==> src/shared/dmb_pkg.sv <==
package dmb_pkg;

  // data memory address geometry
  localparam int ADDR_W = 12;
  localparam int OFFS_W = 8;
  localparam int BANK_W = 4;
  localparam int NIB_W = 4;

  // bank values used when the bank enable flag is clear
  localparam logic [3:0] BANK_LOW = 4'h0;
  localparam logic [3:0] BANK_HIGH = 4'hF;
  localparam logic [7:0] DIRECT_SPLIT = 8'h80;

  // decode windows of the 12-bit space
  localparam logic [11:0] RAM0_LO = 12'h000;
  localparam logic [11:0] RAM0_HI = 12'h19F;
  localparam logic [11:0] DISP_LO = 12'h1A0;
  localparam logic [11:0] DISP_HI = 12'h1FF;
  localparam logic [11:0] RAM1_LO = 12'h200;
  localparam logic [11:0] RAM1_HI = 12'h3FF;
  localparam logic [11:0] PERI_LO = 12'hF80;
  localparam logic [11:0] PERI_HI = 12'hFFF;

  // fixed-area and port-bit windows (upper operand nibble / floor)
  localparam logic [3:0] FIX_IRQ_NIB = 4'hB;
  localparam logic [3:0] FIX_PORT_NIB = 4'hF;
  localparam logic [7:0] PORT_BIT_FLOOR = 8'hC0;

  // reset values
  localparam logic RST_BANK_ENABLE = 1'b0;
  localparam logic [3:0] RST_BANK_SELECT = 4'h0;
  localparam logic [1:0] RST_STACK_BANK = 2'h0;

  typedef enum logic [3:0] {
    AM_DIR1, AM_DIR4, AM_DIR8,
    AM_IND_IX, AM_IND_IX_INC, AM_IND_IX_DEC,
    AM_IND_AUX, AM_IND_AUX_MINOR, AM_IND8_IX,
    AM_FIX_BIT, AM_PORT_BIT, AM_HIDX_BIT, AM_STACK
  } dmb_mode_t;

  typedef enum logic [1:0] {
    RGN_NONE, RGN_RAM, RGN_DISP, RGN_PERIPH
  } dmb_region_t;

  typedef struct packed {
    logic valid;
    dmb_mode_t mode;
    logic [7:0] operand;
    logic [1:0] bitNum;
    logic [3:0] hiIdx;
    logic [3:0] loIdx;
    logic [3:0] auxHi;
    logic [3:0] auxLo;
    logic [7:0] stackPointer;
  } dmb_req_t;

  typedef struct packed {
    logic valid;
    logic [11:0] addr;
    logic [1:0] bitSel;
    dmb_region_t region;
    logic fault;
  } dmb_resp_t;

endpackage : dmb_pkg

==> src/dmb_addr_gen.sv <==
// Behaviour
// every data address is 12 bits, low 8 from the instruction side, high 4 from the active bank; the code uses it only in paired- and high-index modes.
// addresses 000H-19FH and 200H-3FFH are reported as general static RAM.
// 1A0H-1FFH is reported as display memory and F80H-FFFH as peripheral space.
// the bank select register takes only the values 0, 1, 2, 3 and 15.
// on interrupt or subroutine entry the bank enable flag is saved and then cleared.
// direct modes use bank 0 below 80H and bank 15 from 80H when the flag is clear, else the select value.
// the far side supplies an even operand for 8-bit direct accesses.
// paired-index indirect uses flag AND select; its +/- forms step only the low index afterwards.
// auxiliary pair indirect always lands in bank 0.
// 8-bit paired-index indirect forces bit 0 of the low index to zero.
// fixed-area bit accesses reach only FB0H-FBFH and FF0H-FFFH, whatever the bank state.
// port-bit indirect joins operand bits 7:2 with low index bits 3:2, low index bits 1:0 pick the bit.
// high-index bit accesses use flag AND select, the high index and operand bits 3:0.
// stack accesses use the stack pointer inside bank 0 to 3 chosen by the stack bank select.
// the active bank is derived combinationally from the live flag and select values.
`timescale 1ns/1ps
module dmb_addr_gen #(
  parameter int SAVE_DEPTH = 8
) (
  input wire logic clk_sys,
  input wire logic rst,
  input wire dmb_pkg::dmb_req_t req,
  input wire logic bankSelectWr,
  input wire logic [3:0] bankSelectData,
  input wire logic bankEnableWr,
  input wire logic bankEnableData,
  input wire logic stackBankWr,
  input wire logic [1:0] stackBankData,
  input wire logic serviceEnter,
  input wire logic serviceReturn,
  output dmb_pkg::dmb_resp_t resp,
  output logic loIdxWr,
  output logic [3:0] loIdxNew,
  output logic bankEnable,
  output logic [3:0] bankSelect,
  output logic [1:0] stackBank,
  output logic selectRejected
);
  import dmb_pkg::*;

  // bank values accepted by the select register
  function automatic logic legal_bank(input logic [3:0] v);
    legal_bank = (v <= 4'h3) || (v == BANK_HIGH);
  endfunction : legal_bank

  // region decode for the registered response; the checks below compare against the window limits directly
  function automatic dmb_region_t region_of(input logic [11:0] a);
    if ((a >= RAM0_LO && a <= RAM0_HI) || (a >= RAM1_LO && a <= RAM1_HI))
      region_of = RGN_RAM;
    else if (a >= DISP_LO && a <= DISP_HI)
      region_of = RGN_DISP;
    else if (a >= PERI_LO && a <= PERI_HI)
      region_of = RGN_PERIPH;
    else
      region_of = RGN_NONE;
  endfunction : region_of

  logic [SAVE_DEPTH-1:0] savedFlags;
  logic [3:0] activeBank;
  logic [3:0] directBank;
  logic [11:0] next_addr;
  logic [1:0] next_bitSel;
  logic next_fault;

  // live bank values; no register stage so a write is seen next access
  assign activeBank = bankEnable ? bankSelect : BANK_LOW;
  always_comb begin
    if (bankEnable)
      directBank = bankSelect;
    else if (req.operand >= DIRECT_SPLIT)
      directBank = BANK_HIGH;
    else
      directBank = BANK_LOW;
  end

  // address formation per addressing mode
  always_comb begin
    next_addr = '0;
    next_bitSel = req.bitNum;
    next_fault = 1'b0;
    case (req.mode)
      AM_DIR1, AM_DIR4, AM_DIR8: begin
        // 8-bit direct relies on an even operand from the decoder
        next_addr = {directBank, req.operand};
      end
      AM_IND_IX, AM_IND_IX_INC, AM_IND_IX_DEC: begin
        next_addr = {activeBank, req.hiIdx, req.loIdx};
      end
      AM_IND_AUX: begin
        next_addr = {BANK_LOW, req.auxHi, req.auxLo};
      end
      AM_IND_AUX_MINOR: begin
        next_addr = {BANK_LOW, req.auxHi, req.loIdx};
      end
      AM_IND8_IX: begin
        next_addr = {activeBank, req.hiIdx, req.loIdx[3:1], 1'b0};
      end
      AM_FIX_BIT: begin
        // the bank state is never consulted here
        next_addr = {BANK_HIGH, req.operand};
        next_fault = (req.operand[7:4] != FIX_IRQ_NIB) &&
                     (req.operand[7:4] != FIX_PORT_NIB);
      end
      AM_PORT_BIT: begin
        next_addr = {BANK_HIGH, req.operand[7:2], req.loIdx[3:2]};
        next_bitSel = req.loIdx[1:0];
        next_fault = (req.operand < PORT_BIT_FLOOR);
      end
      AM_HIDX_BIT: begin
        next_addr = {activeBank, req.hiIdx, req.operand[3:0]};
      end
      AM_STACK: begin
        next_addr = {2'b00, stackBank, req.stackPointer};
      end
      default: begin
        next_fault = 1'b1;
      end
    endcase
  end

  // registered response toward the memory side
  always_ff @(posedge clk_sys or posedge rst) begin
    if (rst) begin
      resp <= '0;
    end else begin
      resp.valid <= req.valid;
      resp.addr <= next_addr;
      resp.bitSel <= next_bitSel;
      resp.region <= region_of(next_addr);
      resp.fault <= req.valid & next_fault;
    end
  end

  // post-increment and post-decrement touch only the low index
  always_ff @(posedge clk_sys or posedge rst) begin
    if (rst) begin
      loIdxWr <= 1'b0;
      loIdxNew <= '0;
    end else begin
      loIdxWr <= req.valid && (req.mode == AM_IND_IX_INC ||
                               req.mode == AM_IND_IX_DEC);
      if (req.mode == AM_IND_IX_DEC)
        loIdxNew <= req.loIdx - 4'h1;
      else
        loIdxNew <= req.loIdx + 4'h1;
    end
  end

  // bank select register; an illegal value keeps the old one
  always_ff @(posedge clk_sys or posedge rst) begin
    if (rst) begin
      bankSelect <= RST_BANK_SELECT;
      selectRejected <= 1'b0;
    end else begin
      selectRejected <= bankSelectWr && !legal_bank(bankSelectData);
      if (bankSelectWr && legal_bank(bankSelectData))
        bankSelect <= bankSelectData;
    end
  end

  // bank enable flag with a save stack for nested service entries;
  // entry beats a same-cycle software write so the save is never lost
  always_ff @(posedge clk_sys or posedge rst) begin
    if (rst) begin
      bankEnable <= RST_BANK_ENABLE;
      savedFlags <= '0;
    end else if (serviceEnter) begin
      savedFlags <= {savedFlags[SAVE_DEPTH-2:0], bankEnable};
      bankEnable <= 1'b0;
    end else if (serviceReturn) begin
      bankEnable <= savedFlags[0];
      savedFlags <= {1'b0, savedFlags[SAVE_DEPTH-1:1]};
    end else if (bankEnableWr) begin
      bankEnable <= bankEnableData;
    end
  end

  // stack bank select; only banks 0 to 3 exist for the stack
  always_ff @(posedge clk_sys or posedge rst) begin
    if (rst)
      stackBank <= RST_STACK_BANK;
    else if (stackBankWr)
      stackBank <= stackBankData;
  end
endmodule : dmb_addr_gen

==> config.mk <==
export PLATFORM = sky130hd
export DESIGN_NAME = dmb_addr_gen
export DESIGN_NICKNAME = d
export VERILOG_FILES = /design/src/shared/dmb_pkg.sv /design/src/dmb_addr_gen.sv
export SDC_FILE = /design/constraint.sdc
export NUM_CORES = 1
export LEC_CHECK = 0
export ABC_AREA = 1
export BUFFER_PORTS_ARGS = -buffer_cell sky130_fd_sc_hd__buf_2
export CAP_MARGIN = 15
export CORE_ASPECT_RATIO = 0.7
export CORE_UTILIZATION = 40
export CTS_CLUSTER_DIAMETER = 60
export CTS_CLUSTER_SIZE = 40
export DETAILED_ROUTE_END_ITERATION = 6
export PLACE_DENSITY = 0.78
export SLEW_MARGIN = 10
export SYNTH_ARGS = -nofsm -noshare
export SYNTH_HDL_FRONTEND = slang
export SYNTH_SLANG_ARGS = --single-unit
==> constraint.sdc <==
create_clock -name clk_sys -period 1.2 [get_ports clk_sys]
set_input_delay 0.18 -clock clk_sys [delete_from_list [all_inputs] [get_ports clk_sys]]
set_output_delay 0.18 -clock clk_sys [all_outputs]
set_load 0.01 [all_outputs]
## Word-level counts from Yosys, hierarchy flattened

Index checks and enable logic that the tools add are counted.

| storage, ports and cells | value |
|---|---|
| memory bits (writable) | 0 |
| input port bits | 53 |
| latch bits | 0 |
| ROM bits | 0 |
| bits in registers | 39 |
| output and inout bits | 31 |
| memories | 0 |

| cells by class | value |
|---|---|
| reduce and logical (&&, ||, !) cells | 18 |
| bitwise operators | 1 |
| divide/modulo/power cells | 0 |
| equality and inequality tests | 15 |
| add/sub/neg operators | 2 |
| shift operators | 0 |
| magnitude comparators | 11 |
| muxes and demuxes | 15 |
| multipliers | 0 |

Operators by type and width:

| kind | number |
|---|---|
| case mux 12 bit (9 select lines) | 1 |
| equality test 4 bit (second input constant) | 6 |
| less-or-equal comparator 12 x 9 -> 1 bit (second input constant) | 2 |
| equality test 4 x 3 -> 1 bit (second input constant) | 4 |
| two-way mux 4 bit | 4 |
| two-way mux 8 bit | 2 |
| greater-or-equal comparator 12 x 1 -> 1 bit (second input constant) | 1 |
| greater-or-equal comparator 12 x 10 -> 1 bit (second input constant) | 1 |
| greater-or-equal comparator 12 bit (second input constant) | 1 |
| greater-or-equal comparator 12 x 9 -> 1 bit (second input constant) | 1 |
| less-or-equal comparator 12 x 10 -> 1 bit (second input constant) | 1 |
| less-or-equal comparator 12 bit (second input constant) | 1 |
| OR reduction 11 bit | 1 |
| equality test 4 x 2 -> 1 bit (second input constant) | 2 |
| greater-or-equal comparator 8 bit (second input constant) | 1 |
| logical AND 1 bit | 8 |
| < comparator 8 bit (second input constant) | 1 |
| two-way mux 2 bit | 4 |
| != test 4 bit (second input constant) | 2 |
| OR reduction 3 bit | 2 |
| adder 4 x 1 -> 4 bit (second input constant) | 1 |
| equality test 4 x 1 -> 1 bit (second input constant) | 1 |
| less-or-equal comparator 4 x 2 -> 1 bit (second input constant) | 1 |
| logical NOT 4 bit | 1 |
| other kinds (8) | 12 |

## Logic depth before layout (Yosys ltp)

Gate-level depths: netlist of the first run.

| logic depth | value |
|---|---|
| depth in word-level cells | 9 |
| mapped depth | 12 |
| depth with buffers taken out | 12 |

## Worst setup path before layout of the first run

Ideal clock, no wire load.

| timing path | value |
|---|---|
| kind | input port to flip-flop |
| start point | input req[37] in the netlist's numbering |
| end point | register loIdxNew[3] |
| setup time | 0.128 ns |
| required time | 1.072 ns |
| stages on the path | 7 |
| slack | -0.145 ns |
| arrival time | 1.217 ns |
| cell sequence | inv_2 > nand2_1 > nor2_1 > ha_1 > a21oi_1 > o21ai_0 > xor2_1 |

| on the way | value |
|---|---|
| word-level cells in the longest chain between the ends | 2 |

RTL lines:

| item | line | text |
|---|---|---|
| from (decl) | dmb_addr_gen.sv:23 | `input wire dmb_pkg::dmb_req_t req,` |
| equality test 4 x 3 -> 1 bit | dmb_addr_gen.sv:143 | `if (req.mode == AM_IND_IX_DEC)` |
| two-way mux 4 bit | dmb_addr_gen.sv:143 |  |
| to (signal assigned) | dmb_addr_gen.sv:144 | `loIdxNew <= req.loIdx - 4'h1;` |
| to (signal assigned) | dmb_addr_gen.sv:146 | `loIdxNew <= req.loIdx + 4'h1;` |
| to (decl) | dmb_addr_gen.sv:34 | `output logic [3:0] loIdxNew,` |

Every way passes these cells.
A chain may end at the register's enable or synchronous reset.

## Final worst setup path of the first run

| timing path | value |
|---|---|
| start point | register bankEnable |
| end point | register resp[1] in the netlist's numbering |

| on the way | value |
|---|---|
| word-level cells in the longest chain between the ends | 7 |
| elaborated cells between the ends (all ways) | 19 |
| those cells by class | 8 x order compare; 6 x mux; 5 x reduce/logical |

RTL lines:

| item | line | text |
|---|---|---|
| from (decl) | dmb_addr_gen.sv:35 | `output logic bankEnable,` |
| from (signal assigned) | dmb_addr_gen.sv:172 | `bankEnable <= savedFlags[0];` |
| from (signal assigned) | dmb_addr_gen.sv:175 | `bankEnable <= bankEnableData;` |
| two-way mux 4 bit, on equally long branches | dmb_addr_gen.sv:67, dmb_addr_gen.sv:69 |  |
| case mux 12 bit (9 select lines) * | dmb_addr_gen.sv:82 | `case (req.mode)` |
| greater-or-equal comparator 12 bit / less-or-equal comparator 12 bit (equally long branches) | dmb_addr_gen.sv:53 | `else if (a >= PERI_LO && a <= PERI_HI)` |
| logical AND 1 bit | dmb_addr_gen.sv:53 |  |
| two-way mux 2 bit | dmb_addr_gen.sv:53 |  |
| two-way mux 2 bit | dmb_addr_gen.sv:51 | `else if (a >= DISP_LO && a <= DISP_HI)` |
| two-way mux 2 bit * | dmb_addr_gen.sv:49 | `if ((a >= RAM0_LO && a <= RAM0_HI) \|\| (a >= RAM1_LO && a <= RAM1_HI))` |
| to (decl) | dmb_addr_gen.sv:32 | `output dmb_pkg::dmb_resp_t resp,` |

Mark *: on every way between the ends. The rest lies on a longest branch, timed or not.

==> results.py, run 1 <==
metrics = {
    "timing": {
        "fin_crit_ps": 1420,
        "final.period_utilization": 1.18,
        "layout_setup_ws_ps": -218,
        "maxSlewViolCount": 0,
        "final-setup-viol-count": 4,
        "slew_headroom": 0.820,
        "fin_skew_ps": 3.60,
        "worst_pin_slew_ps": 267,
        "rsz0062_at_grt": "yes",
        "whs_ps": 32.2,
        "fmax_mhz": 705,
        "hold_violations": 0,
    },
    "grt": {
        "grt-ovfl-total": 0,
        "grt_max_degree": 40,
        "grt_pass1_vias": 1995,
        "grt_use_total": 0.219,
        "grt_pass1_wl_um": 8710,
        "antenna_found_initial": 0,
    },
    "clocking": {
        "insertion_delay_ps": 290,
        "numCtsBuffers": 5,
        "htreeDepth": 2,
        "cts_sinks": 39,
        "clk_pin_slew_ps": 80,
        "cts-root-buf": "clkbuf_8",
        "cts_tree": "yes",
        "cts_buffer_depth": 2,
    },
    "run": {
        "drv_cap": 0,
    },
    "cells_and_area": {
        "drive_gt1_frac": 0.444,
        "diodes": 0,
        "nets": 433,
        "fillers": 433,
        "syn2layout_area_growth_pct": 48.9,
        "final_util": 0.620,
    },
    "setup_path": {
        "crit_required_ps": 1380,
        "worstReg2RegStart": "bankEnable$_DFFE_PP0P_",
        "crit_start": "bankEnable$_DFFE_PP0P_",
        "crit_path_end": "resp[1]$_DFF_PP0_",
        "cp_max_fo": 7,
        "worstRegToRegCells": 10,
        "start_kind": "flop",
        "cp.arrival_ps": 1600,
        "worstSetupPathType": "flop to flop",
        "rr_endpoint": "resp[1]$_DFF_PP0_",
        "reg2reg_slack_ps": -220,
        "endpoint_kind": "flop",
    },
    "die": {
        "core_area_um2": 4780,
        "initial_utilization": 0.417,
        "fp.dieH_um": 61.0,
        "io_pins": 84,
        "die_w_um": 86.3,
        "dieArea_um2": 5270,
        "rows": 21,
    },
    "place": {
        "numPortBuffers": 83,
        "place.gp.congestion": 0.913,
        "dpl.hpwl_um": 4250,
    },
    "run_status": {
        "run_status": "finished with violations",
        "violations": "negative setup slack",
    },
    "yosys": {
        "synth_area_leaders": "dfrtp_1 (49%), nand2_1 (13%), inv_1 (6.2%), nor2_1 (3.8%), o21ai_0 (3.3%)",
        "ys_seq_elements": 39,
        "syn_inst": 245,
        "postSynthAreaPerCell_um2": 8.13,
        "syn-num-nets": 301,
        "synth_seq_area_share": 0.490,
        "yosysTopAreaCell": "dfrtp_1",
        "synth_cell_type_count": 35,
        "yosys_warnings": 0,
        "synthesis.area_um2": 1990,
        "synth_top_area_share": 0.490,
    },
    "power": {
        "power_leakage_nw": 1.68,
        "peakVddDrop_mv": 0.704,
        "power_density_nw_per_um2": 1110,
    },
    "detailed_routing": {
        "antenna_left": 0,
        "wl_per_cell_um": 12.4,
        "vias_per_cell": 4.61,
        "wirelength_um": 5550,
        "dr.pass1.iters": 4,
        "first_iter_violations": 115,
        "drcViolationCount": 0,
        "via_count": 2061,
    },
    "min_path": {
        "hp-class": "primary input to flop",
    },
}
per-stage QoR:
stage / std cells / total power, mW / setup TNS [ps] / area, um2 / worst slack (ps)
6_report: 447 / 3.31 / -601 / 2970 / -218
5_1_grt: 447 / 3.51 / -978 / 2970 / -307
4_1_cts: 445 / 3.30 / -405 / 2930 / -221
3_5_place_dp: 434 / 2.41 / -1560 / 2820 / -264
3_3_place_gp: 434 / 2.39 / -1200 / 2820 / -213
2_1_floorplan: 245 / 1.96 / -82.2 / 2020 / -54.0
worst max-delay path: stages, from the launching register on:
cell,delay (ps)
dfrtp_2,470
nand2_1,80
inv_1,60
o21ai_2,120
nand3_1,130
nor2_4,130
nand2_2,60
nor2_2,90
nand2_2,70
nand2_2,50
nand2_1,40
routing by layer:
metal | wire (um) | share of wire | global-route usage
met2 | 2550 | 0.46 | 0.366
met4 | 36 | 0.0065 | 0.0810
met3 | 371 | 0.067 | 0.0563
met5 | 0 | 0 | 0
met1 | 2590 | 0.47 | 0.283
synthesized netlist by cell type (all sizes together):
master,n
buf,1
nor2,24
a32o,1
xnor2,1
xor2,2
nand2,76
a311oi,1
clkbuf,1
o22ai,6
o211ai,1
nand3,10
o31ai,1
a221oi,1
a21oi,11
dfrtp,39
a31oi,1
clkinv,1
nand3b,1
nand4,6
mux2,2
o21ai,14
ha,2
fa,1
or2,1
inv,38
o2111ai,1
a41oi,1
how the worst min path moves through the flow:
stage                                       end     from  slack [ps]  cells after the start
after detailed placement  loIdxNew[0]$_DFF_PP0_      rst         250                      3
after global routing         resp[17]$_DFF_PP0_  req[38]          20                      1
after CTS                    resp[17]$_DFF_PP0_  req[38]          30                      1
after global placement    loIdxNew[0]$_DFF_PP0_      rst         250                      3
final                        resp[17]$_DFF_PP0_  req[38]          30                      1
after floorplan              resp[17]$_DFF_PP0_  req[38]         210                      0
where the power goes:
part           switching [mW]  internal, mW  total [mW]
clock                   0.465         0.406       0.872
sequential             0.0741          1.47        1.54
combinational           0.467         0.423       0.890
flip-flops by register name, summed over array words and instances (netlist names):
register	count
loIdxWr	1
stackBank	2
loIdxNew	4
resp	18
selectRejected	1
bankEnable	1
bankSelect	4
savedFlags	8
final cells by class:
| type | count | area (um2) | area share |
|---|---|---|---|
| Clock buffer | 6 | 72.6 | 0.0245 |
| Clock inverter | 2 | 12.5 | 0.00422 |
| Inverter | 39 | 146 | 0.0493 |
| Multi-Input combinational cell | 165 | 907 | 0.306 |
| Sequential cell | 39 | 977 | 0.329 |
| Tap cell | 69 | 86.3 | 0.0291 |
| Timing Repair Buffer | 127 | 764 | 0.258 |
logic make-up (layout without fill, tap and decap cells):
group / Yosys count / count (layout) / share of synthesized area
buffers and inverters: 41 / 174 / 0.0773
flip-flops: 39 / 39 / 0.490
AND/OR/NAND/NOR: 118 / 118 / 0.269
XOR/XNOR: 3 / 3 / 0.0132
AO/OA/AOI/OAI: 39 / 39 / 0.117
multiplexers: 2 / 2 / 0.0113
adder cells (fa/ha/maj): 3 / 3 / 0.0226
placed cells by master, fill, tap and decap left out, types with 7 or more instances in the layout:
| cell type | synthesis | final |
|---|---|---|
| a21oi_1 | 10 | 9 |
| buf_2 | 0 | 83 |
| buf_4 | 0 | 41 |
| dfrtp_1 | 39 | 38 |
| inv_1 | 33 | 30 |
| inv_2 | 5 | 8 |
| nand2_1 | 71 | 67 |
| nand2_2 | 5 | 9 |
| nand3_1 | 7 | 7 |
| nor2_1 | 20 | 18 |
| o21ai_0 | 13 | 12 |
timing repair:
action / CTS / global route
resized for setup: 1 / 9
setup buffers: 3 / 3
hold buffers: 1 / 0
hold endpoints to repair: 39 / 0
pin swaps: 3 / 5
setup endpoints to repair: 3 / 8
No activity file was read; power rests on OpenSTA's default activity.
==> run 2: changes to the inputs <==
--- a/config.mk
+++ b/config.mk
@@ -14,6 +14,7 @@
 export CTS_CLUSTER_SIZE = 40
 export DETAILED_ROUTE_END_ITERATION = 6
 export PLACE_DENSITY = 0.78
+export SKIP_CTS_REPAIR_TIMING = 1
 export SLEW_MARGIN = 10
 export SYNTH_ARGS = -nofsm -noshare
 export SYNTH_HDL_FRONTEND = slang
==> run 2 against run 1 <==
The run still ends with negative setup slack left. Clock power about the same. Global-route usage decreased by 0.15 points. Register-to-register slack got worse by 30 ps. Largest cell class unchanged.
==> results.py, run 2 (synthesis gave the netlist of run 1 again) <==
metrics = {
    "cells_and_area": {
        "top_register": "resp",
        "diodes": 0,
        "drive_gt1_frac": 0.437,
        "syn2layout_area_growth_pct": 47.6,
        "largest_register_ffs": 18,
        "multi_input_area_um2": 907,
        "layout_commonest_cell": "buf_2",
        "nets": 430,
        "register_area_um2": 977,
        "final_util": 0.615,
        "fillers": 441,
        "final_cell_mix": "buf_2 (83), nand2_1 (67), buf_4 (39)",
        "reg_top3": "resp (18), savedFlags (8)",
    },
    "timing": {
        "maxSlewViolCount": 0,
        "final-setup-viol-count": 3,
        "layout_setup_ws_ps": -248,
        "final.period_utilization": 1.21,
        "fin_crit_ps": 1450,
        "fmax_mhz": 690,
        "hold_violations": 0,
        "whs_ps": 31.9,
        "worst_pin_slew_ps": 267,
        "slew_headroom": 0.820,
        "fin_skew_ps": 4.24,
        "rsz0062_at_grt": "yes",
    },
    "clocking": {
        "numCtsBuffers": 5,
        "insertion_delay_ps": 290,
        "clk_pin_slew_ps": 80,
        "cts_sinks": 39,
        "cts_buffer_depth": 2,
        "htreeDepth": 2,
        "cts_tree": "yes",
        "cts-root-buf": "clkbuf_8",
    },
    "die": {
        "die_w_um": 86.3,
        "dieArea_um2": 5270,
        "rows": 21,
        "fp.dieH_um": 61.0,
        "io_pins": 84,
        "core_area_um2": 4780,
        "initial_utilization": 0.417,
    },
    "min_path": {
        "hp-class": "primary input to flop",
    },
    "setup_path": {
        "crit_required_ps": 1390,
        "worstSetupPathType": "flop to flop",
        "start_kind": "flop",
        "endpoint_kind": "flop",
        "cp_max_fo": 7,
        "cp.arrival_ps": 1630,
    },
    "power": {
        "combPwrFrac": 0.266,
        "p_seq_frac": 0.469,
        "finalPower_mw": 3.29,
        "p_sw_mw": 1.00,
        "swShare": 0.305,
        "peakVddDrop_mv": 0.699,
        "internal_power_mw": 2.29,
        "p_clk_frac": 0.265,
        "power_density_nw_per_um2": 1120,
        "power_leakage_nw": 1.67,
    },
    "grt": {
        "antenna_found_initial": 0,
        "grt_use_met3": 0.0576,
        "use_met1": 0.280,
        "grt.busiest_layer": "met2",
        "grt_use_total": 0.218,
        "grt-ovfl-total": 0,
        "grt_pass1_wl_um": 8650,
        "grt_pass1_vias": 1977,
        "grt_max_degree": 40,
        "met2_usage": 0.362,
    },
    "detailed_routing": {
        "vias_per_cell": 4.64,
        "wirelength_um": 5510,
        "dr.pass1.iters": 4,
        "via_count": 2059,
        "wl_per_cell_um": 12.4,
        "drcViolationCount": 0,
        "first_iter_violations": 99,
        "antenna_left": 0,
    },
    "place": {
        "pre_cts_slack_ps": -264,
        "place.gp.congestion": 0.913,
        "numPortBuffers": 83,
        "dpl.hpwl_um": 4250,
    },
    "run_status": {
        "run_status": "finished with violations",
        "violations": "negative setup slack",
    },
    "run": {
        "drv_cap": 0,
    },
}
run 2: final cells by class:
cell class,instances,share of cell area
clock buffer,6,0.0247
tap,69,0.0294
multi-input combinational,165,0.309
sequential,39,0.332
timing repair buffer,124,0.251
clock inverter,2,0.00426
inverter,39,0.0498
run 2: power by group through the flow:
| stage | clock network (mW) | logic, mW | registers (mW) |
|---|---|---|---|
| 3_3_place_gp | 0 | 0.828 | 1.56 |
| 6_report | 0.872 | 0.873 | 1.54 |
| 5_1_grt | 0.958 | 0.967 | 1.56 |
| 4_1_cts | 0.898 | 0.852 | 1.54 |
| 2_1_floorplan | 0 | 0.342 | 1.62 |
| 3_5_place_dp | 0 | 0.846 | 1.57 |
run 2: path summary, 6_finish.rpt:
check / startpoint / to / slack (ps) / cells past startpoint
worst min register to register: savedFlags[7]$_DFFE_PP0P_ / savedFlags[7]$_DFFE_PP0P_ / 530 / 2
worst max-delay path: bankEnable$_DFFE_PP0P_ / resp[1]$_DFF_PP0_ / -250 / 10
max in group asynchronous: rst / bankEnable$_DFFE_PP0P_ / 500 / 4
min in group asynchronous: rst / loIdxNew[0]$_DFF_PP0_ / 480 / 4
worst min-delay path: req[38] / resp[17]$_DFF_PP0_ / 30 / 1
worst max register to register: bankEnable$_DFFE_PP0P_ / resp[1]$_DFF_PP0_ / -250 / 10
run 2: through the flow:
step | std cells | TNS [ps] | cell area, um2
final | 444 | -574 | 2940
after floorplan | 245 | -82.2 | 2020
after CTS | 442 | -404 | 2900
after global routing | 444 | -873 | 2940
after global placement | 434 | -1200 | 2820
after detailed placement | 434 | -1560 | 2820
run 2: worst max-delay path, cell delays in order, from the launching register on:
cell and delay (ps):
dfrtp_2 470, nand2_1 80, inv_1 60, o21ai_2 130, nand3_1 130, nor2_4 160
nand2_2 60, nor2_2 90, nand2_2 70, nand2_2 50, nand2_1 40
run 2: routing by layer:
layer  vias up  share of wire
met4         0         0.0074
met1       938           0.46
met2        65           0.47
met3         6          0.066
li1       1050              -
met5         -              0
